File: config.mk
export PLATFORM = sky130hd
export DESIGN_NAME = brcd_top
export DESIGN_NICKNAME = d
export VERILOG_FILES = /design/src/design/brcd_pkg.sv /design/src/design/brcd_sync.sv /design/src/design/brcd_top.sv
export SDC_FILE = /design/constraint.sdc
export NUM_CORES = 1
export LEC_CHECK = 0
export ABC_AREA = 1
export BUFFER_PORTS_ARGS = -buffer_cell sky130_fd_sc_hd__buf_2
export CAP_MARGIN = 10
export CORE_ASPECT_RATIO = 0.8
export CORE_MARGIN = 2
export CORE_UTILIZATION = 55
export CTS_BUF_LIST = sky130_fd_sc_hd__clkbuf_4 sky130_fd_sc_hd__clkbuf_8
export DETAILED_ROUTE_END_ITERATION = 10
export GPL_TIMING_DRIVEN = 0
export HOLD_SLACK_MARGIN = 0.06
export PLACE_DENSITY = 0.82
export SETUP_SLACK_MARGIN = 0.4
export SLEW_MARGIN = 25
export SYNTH_ARGS = -nofsm -noshare
export SYNTH_HDL_FRONTEND = slang
export SYNTH_SLANG_ARGS = --single-unit
File: constraint.sdc
create_clock -name ref_clk -period 2.51 [get_ports ref_clk]
set_input_delay 0.502 -clock ref_clk [delete_from_list [all_inputs] [get_ports ref_clk]]
set_output_delay 0.502 -clock ref_clk [all_outputs]
set_load 0.005 [all_outputs]
File: src/design/brcd_pkg.sv
// Constants, field layouts and carrier types for the burst read configuration block
`default_nettype none
package brcd_pkg;
    localparam int BRCD_ADDR_W = 22;
    localparam int BRCD_PIN_W = BRCD_ADDR_W + 2;

    // Register byte offsets
    localparam logic [7:0] BRCD_CFG_OFF = 8'h00;
    localparam logic [7:0] BRCD_STATUS_OFF = 8'h04;
    localparam logic [7:0] BRCD_WADDR_OFF = 8'h08;

    // Status field positions
    localparam int BRCD_ST_ACTIVE_BIT = 0;
    localparam int BRCD_ST_READY_BIT = 1;
    localparam int BRCD_ST_SYNC_BIT = 2;

    // Burst length codes
    localparam logic [1:0] BRCD_BL_CONT = 2'h0;
    localparam logic [1:0] BRCD_BL_8 = 2'h1;
    localparam logic [1:0] BRCD_BL_16 = 2'h2;
    localparam logic [1:0] BRCD_BL_32 = 2'h3;

    // Wait-state decode
    localparam logic [2:0] BRCD_WS_MAX_CODE = 3'h5;
    localparam logic [3:0] BRCD_WS_EDGE_OFFSET = 4'h2;

    typedef struct packed {
        logic read_mode_select_bit;
        logic ready_timing_bit;
        logic clock_edge_select_bit;
        logic [1:0] burst_length;
        logic [2:0] wait_state;
    } brcd_cfg_t;

    // Async mode, ready with data, rising edge, continuous, wait code 5
    localparam logic [7:0] BRCD_CFG_RESET = 8'he5;

    typedef struct packed {
        logic psel;
        logic penable;
        logic pwrite;
        logic [7:0] paddr;
        logic [31:0] pwdata;
    } brcd_apb_req_t;

    typedef struct packed {
        logic [31:0] prdata;
        logic pready;
        logic pslverr;
    } brcd_apb_rsp_t;

    typedef enum logic [1:0] {
        BRCD_IDLE,
        BRCD_LATENCY,
        BRCD_BURST
    } brcd_state_t;
endpackage : brcd_pkg
`default_nettype wire

File: src/design/brcd_sync.sv
// Two-stage synchroniser for pins from outside the ref_clk domain
`default_nettype none
module brcd_sync #(
    parameter int WIDTH = 1
) (
    input wire logic ref_clk,
    input wire logic rstn,
    input wire logic [WIDTH-1:0] d,
    output logic [WIDTH-1:0] q
);
    logic [WIDTH-1:0] meta_q;
    logic [WIDTH-1:0] meta_d;
    logic [WIDTH-1:0] q_d;

    always_comb begin
        meta_d = d;
        q_d = meta_q;
    end

    // First stage feeds only the second stage
    always_ff @(posedge ref_clk or negedge rstn) begin
        if (!rstn) begin
            meta_q <= '0;
            q <= '0;
        end else begin
            meta_q <= meta_d;
            q <= q_d;
        end
    end
endmodule : brcd_sync
`default_nettype wire

File: src/design/brcd_top.sv
// Burst read configuration register and burst latency/address sequencer
`default_nettype none
module brcd_top
    import brcd_pkg::*;
(
    input wire logic ref_clk,
    input wire logic rstn,
    input wire brcd_apb_req_t apb_req,
    output brcd_apb_rsp_t apb_rsp,
    input wire logic burst_clk,
    input wire logic addr_valid_strobe_n,
    input wire logic [BRCD_ADDR_W-1:0] addr_in,
    output logic wait_ready_q,
    output logic data_strobe_q,
    output logic burst_active_q,
    output logic [BRCD_ADDR_W-1:0] word_addr_q,
    output brcd_cfg_t cfg_q
);
    // Edge number of first valid data
    function automatic logic [3:0] brcd_latency(input logic [2:0] ws);
        logic [2:0] code;
        code = (ws > BRCD_WS_MAX_CODE) ? BRCD_WS_MAX_CODE : ws;
        return {1'b0, code} + BRCD_WS_EDGE_OFFSET;
    endfunction

    // Low address bits that wrap; all ones means free-running
    function automatic logic [BRCD_ADDR_W-1:0] brcd_wrap_mask(input logic [1:0] bl);
        logic [BRCD_ADDR_W-1:0] m;
        m = '1;
        unique case (bl)
            BRCD_BL_CONT: m = '1;
            BRCD_BL_8: m = BRCD_ADDR_W'(8'h07);
            BRCD_BL_16: m = BRCD_ADDR_W'(8'h0f);
            BRCD_BL_32: m = BRCD_ADDR_W'(8'h1f);
        endcase
        return m;
    endfunction

    // Register index decode: bit 2 flags a hit
    function automatic logic [2:0] brcd_decode(input logic [7:0] a);
        logic [2:0] r;
        r = 3'h0;
        if (a == BRCD_CFG_OFF) begin
            r = 3'h4;
        end else if (a == BRCD_STATUS_OFF) begin
            r = 3'h5;
        end else if (a == BRCD_WADDR_OFF) begin
            r = 3'h6;
        end
        return r;
    endfunction

    logic [BRCD_PIN_W-1:0] pins_s;
    logic clk_s;
    logic strobe_n_s;
    logic [BRCD_ADDR_W-1:0] addr_s;

    brcd_sync #(
        .WIDTH(BRCD_PIN_W)
    ) u_sync (
        .ref_clk(ref_clk),
        .rstn(rstn),
        // Strobe crosses inverted so the cleared synchroniser reads as idle
        .d({addr_in, ~addr_valid_strobe_n, burst_clk}),
        .q(pins_s)
    );

    assign clk_s = pins_s[0];
    assign strobe_n_s = ~pins_s[1];
    assign addr_s = pins_s[BRCD_PIN_W-1:2];

    // ---------------- APB slave ----------------
    logic setup_phase;
    logic access_done;
    logic [2:0] dec;
    brcd_cfg_t cfg_d;
    brcd_apb_rsp_t apb_rsp_d;
    logic [31:0] status_word;

    always_comb begin
        setup_phase = apb_req.psel & ~apb_req.penable;
        access_done = apb_req.psel & apb_req.penable & apb_rsp.pready;
        dec = brcd_decode(apb_req.paddr);
        status_word = '0;
        status_word[BRCD_ST_ACTIVE_BIT] = burst_active_q;
        status_word[BRCD_ST_READY_BIT] = wait_ready_q;
        status_word[BRCD_ST_SYNC_BIT] = ~cfg_q.read_mode_select_bit;
        cfg_d = cfg_q;
        apb_rsp_d = apb_rsp;
        apb_rsp_d.pready = setup_phase;
        // Answer is prepared in setup so every output leaves a flop
        if (setup_phase) begin
            apb_rsp_d.pslverr = ~dec[2];
            apb_rsp_d.prdata = '0;
            if (!apb_req.pwrite) begin
                unique case (dec)
                    3'h4: apb_rsp_d.prdata = {24'h000000, cfg_q};
                    3'h5: apb_rsp_d.prdata = status_word;
                    3'h6: apb_rsp_d.prdata = 32'(word_addr_q);
                    default: apb_rsp_d.prdata = '0;
                endcase
            end
        end
        // Fields take effect at once, also during a burst
        if (access_done && apb_req.pwrite && dec == 3'h4) begin
            cfg_d = brcd_cfg_t'(apb_req.pwdata[7:0]);
        end
    end

    always_ff @(posedge ref_clk or negedge rstn) begin
        if (!rstn) begin
            cfg_q <= brcd_cfg_t'(BRCD_CFG_RESET);
            apb_rsp <= '0;
        end else begin
            cfg_q <= cfg_d;
            apb_rsp <= apb_rsp_d;
        end
    end

    // ---------------- Burst sequencer ----------------
    brcd_state_t state_q, state_d;
    logic clk_prev_q, clk_prev_d;
    logic strobe_prev_q, strobe_prev_d;
    logic [3:0] edge_cnt_q, edge_cnt_d;
    logic [BRCD_ADDR_W-1:0] start_addr_q, start_addr_d;
    logic [BRCD_ADDR_W-1:0] word_addr_d;
    logic [BRCD_ADDR_W-1:0] mask;
    logic wait_ready_d, data_strobe_d, burst_active_d;
    logic act_edge, strobe_rise, sync_en;
    logic [3:0] lat, next_cnt;

    always_comb begin
        act_edge = cfg_q.clock_edge_select_bit ? (clk_s & ~clk_prev_q)
                                               : (~clk_s & clk_prev_q);
        strobe_rise = strobe_n_s & ~strobe_prev_q;
        sync_en = ~cfg_q.read_mode_select_bit;
        lat = brcd_latency(cfg_q.wait_state);
        mask = brcd_wrap_mask(cfg_q.burst_length);
        next_cnt = edge_cnt_q + 4'h1;
        clk_prev_d = clk_s;
        strobe_prev_d = strobe_n_s;
        state_d = state_q;
        edge_cnt_d = edge_cnt_q;
        start_addr_d = start_addr_q;
        word_addr_d = word_addr_q;
        wait_ready_d = wait_ready_q;
        data_strobe_d = 1'b0;
        if (!sync_en) begin
            // Asynchronous reads: no burst, ready held high
            state_d = BRCD_IDLE;
            wait_ready_d = 1'b1;
        end else if (!strobe_n_s) begin
            // Strobe low loads a new address and ends any burst
            state_d = BRCD_IDLE;
            start_addr_d = addr_s;
            wait_ready_d = 1'b0;
        end else begin
            unique case (state_q)
                BRCD_IDLE: begin
                    if (strobe_rise) begin
                        state_d = BRCD_LATENCY;
                        edge_cnt_d = 4'h0;
                    end
                end
                BRCD_LATENCY: begin
                    if (act_edge) begin
                        edge_cnt_d = next_cnt;
                        if (next_cnt == lat) begin
                            state_d = BRCD_BURST;
                            data_strobe_d = 1'b1;
                            word_addr_d = start_addr_q;
                            wait_ready_d = 1'b1;
                        end else if (next_cnt == lat - 4'h1 && !cfg_q.ready_timing_bit) begin
                            wait_ready_d = 1'b1;
                        end
                    end
                end
                BRCD_BURST: begin
                    if (act_edge) begin
                        data_strobe_d = 1'b1;
                        // Low bits count within the block, high bits stay
                        word_addr_d = (word_addr_q & ~mask) |
                                      ((word_addr_q + BRCD_ADDR_W'(1)) & mask);
                    end
                end
            endcase
        end
        burst_active_d = (state_d == BRCD_BURST);
    end

    always_ff @(posedge ref_clk or negedge rstn) begin
        if (!rstn) begin
            state_q <= BRCD_IDLE;
            clk_prev_q <= 1'b0;
            // Idle level, so no false strobe rise after reset
            strobe_prev_q <= 1'b1;
            edge_cnt_q <= 4'h0;
            start_addr_q <= '0;
            word_addr_q <= '0;
            wait_ready_q <= 1'b1;
            data_strobe_q <= 1'b0;
            burst_active_q <= 1'b0;
        end else begin
            state_q <= state_d;
            clk_prev_q <= clk_prev_d;
            strobe_prev_q <= strobe_prev_d;
            edge_cnt_q <= edge_cnt_d;
            start_addr_q <= start_addr_d;
            word_addr_q <= word_addr_d;
            wait_ready_q <= wait_ready_d;
            data_strobe_q <= data_strobe_d;
            burst_active_q <= burst_active_d;
        end
    end
endmodule : brcd_top
`default_nettype wire

==> metrics.txt <==
TritonCTS Buffers 17; Hold Path End u_sync.meta_q[0]; worst reg2reg startpoint edge_cnt_q[1]; Overall Power 3.963 mW; Clk Latency, worst-skew pair 0.44 ns; worst hold path depth 1; worst reg2reg setup slack 0.52 ns; Rows 34; Final Cell Area 7191 um^2; critical path type flop to flop; H-tree Lvls 4; final worst path period share 79.40%; CTS root buffer clkbuf_8; cell mode on critical path nand2_1; endpoints failing setup 0; final core utilization 66.55%; Unique masters post-synth 36; vias in the first global route 4,745; clock period minus worst slack 1.993 ns; drt total wl 13,470 um; number of synthesized flops with an enable pin 0; DRC errors left 0; Gate Count Post-Synth 719; area delta synth->final 18.91%; WP data arrival 2.32 ns; DIE HEIGHT 97.79 um; WL/cell 13.36 um; Min Hold Slack 0.1645 ns; Critical Path Start Type flop; GRT overflow 0; DP Area 6804 um^2; sequential element share of the synthesized area 56.01%; initial antenna violation count 0; CP max-delay cell dfrtp_1; crit path cell chain ha_2, inv_1, nand2_1, nand2_2, nor2_4, nand3_4, nand2_4, nand3_4, buf_6, buf_12, nand2_1, nand2_1; Layout Skew 0.009645 ns; die area 11,850 um^2; RD Place Congestion 0.9215; #FFs+latches synth 135; Detail Route met3 WL 1087 um; DP Cell Count 974; M1 WL 6122 um; RSZ-0062 raised after global routing true; Vias 5,139; most frequent cells in the layout nand2_1, dfrtp_1, buf_2; core area 10,810 um^2; f_max 501.8 MHz; Initial DRT Pass Iterations 5; clk slew on worst S/H paths 0.08 ns; Finished Layout Cells 1,008; cell depth of the worst flop-to-flop path 12; max-cap violations 0; Initial DRC Count 502; Ports 136; share of layout cells above drive strength 1 20.37%; Worst Hold Class primary input to flop; Top delay family on crit path simple AND/OR/NAND/NOR gates; Via density 5.098; leakage 3.736 nW; top layer in use met4; critical path required time 2.84 ns; Slew Limit Headroom 66.63%; HP Start burst_clk; Sink Count 135; total global-route track usage 24.60%; Synth Flop Type dfrtp_1; final antenna-violating net count 0; fin. max-slew vios 0; crit path capture type flop; Fin. Hold Viols 0; mapped cell area 6047 um^2; Die Wd 121.2 um; crit path max fanout 10; VDD IR max 0.0004880 V; Synth warnings 0; Final nets 928; pwr/cell area 551.2 nW/um^2; largest net degree at the start of global routing 76; asr flop ratio synth 100.0%; Critical Path Max Stage Delay 0.43 ns; crit path buf inv count 3; starting density of the core 55.96%; Max clock buf depth 2; status finished clean; detailed placer's ending HPWL 9834 um; # diodes 0; first-pass GRT wire length 22,850 um; Tightest Pin Transition 0.5005 ns; Port Buffers 101; CTS tree done; routed wl met2 5860 um; commonest non-fill, non-tap cell in the layout nand2_1; Post-Syn Area per Cell 8.410 um^2
-- cell usage after synthesis, types with 2 or more instances --
| cell type | number | share of area [%] |
|---|---|---|
| nor3_1 | 2 | 0.17 |
| a21oi_1 | 14 | 1.2 |
| ha_1 | 7 | 1.4 |
| a22oi_1 | 2 | 0.25 |
| xor2_1 | 4 | 0.58 |
| nand3_4 | 2 | 0.58 |
| clkinv_1 | 2 | 0.12 |
| nand3_1 | 54 | 4.5 |
| o21ai_0 | 47 | 3.9 |
| o22ai_1 | 2 | 0.21 |
| clkbuf_1 | 17 | 1.1 |
| buf_2 | 2 | 0.17 |
| nand2_2 | 7 | 0.72 |
| o31ai_1 | 15 | 1.9 |
| nand2_1 | 270 | 17 |
| nor2_1 | 49 | 3.0 |
| nand4_1 | 4 | 0.41 |
| dfstp_2 | 7 | 3.0 |
| inv_1 | 58 | 3.6 |
| buf_4 | 11 | 1.4 |
| dfrtp_1 | 128 | 53 |
-- layout make-up --
class	instances	area (um^2)
fill	920	3615
sequential	135	3388
multi-input combinational	500	2287
timing repair buffer	105	568.0
clock buffer	21	270.3
inverter	61	229.0
buffer	32	192.7
tap	144	180.2
clock inverter	10	75.07
-- worst reg2reg max path, stage by stage (launching register included) --
cell     delay [ns]
dfrtp_1        0.43
ha_2           0.35
inv_1          0.06
nand2_1        0.10
nand2_2        0.08
nor2_4         0.18
nand3_4        0.11
nand2_4        0.11
nand3_4        0.08
buf_6          0.16
buf_12         0.15
nand2_1        0.06
nand2_1        0.05
-- power by group --
part           switching (mW)  leakage [nW]  total (mW)  internal (mW)
logic                  0.0963          1.84       0.154         0.0582
registers              0.0184          1.72        2.25           2.23
clock network           0.823         0.169        1.56          0.739
-- cell families after synthesis --
family                     share of synthesized area, %
adders and majority gates                         1.448
AOI/OAI and AO/OA                                 7.594
other                                           0.06201
DFF                                               56.01
and+or+nand+nor                                   27.25
buffers and inverters                             6.890
muxes                                            0.1655
xor gates and xnor gates                         0.5793
-- routing by layer --
metal | up-vias | global-route usage [%]
met1 | 2353 | 35.99
met3 | 35 | 4.965
met5 | - | 0
met2 | 217 | 36.26
met4 | 0 | 10.17
li1 | 2534 | -
-- through the flow --
step	TNS, ns	setup WS (ns)
after floorplan	0	0.7189
after global placement	-98.85	-0.7791
after detailed placement	0	0.4541
after CTS	0	0.4273
after global routing	0	0.3840
final	0	0.5171
-- how the worst max path moves through the flow --
stage                        from          end  slack, ns  depth (start not counted)
floorplan           edge_cnt_q[0]         flop       0.72                         13
global placement             rstn  apb_rsp[15]      -0.78                          1
detailed placement  edge_cnt_q[0]         flop       0.45                         13
CTS                    state_q[0]         flop       0.43                         10
global route        edge_cnt_q[0]         flop       0.38                         13
finish              edge_cnt_q[1]         flop       0.52                         12
-- what timing repair did --
item	4_1_cts	5_1_grt
hold endpoints to repair	60	0
buffers inserted	0	2
hold buffers	1	0
setup endpoints to repair	0	15
resized for setup	0	7
No activity file was read; power rests on OpenSTA's default activity.
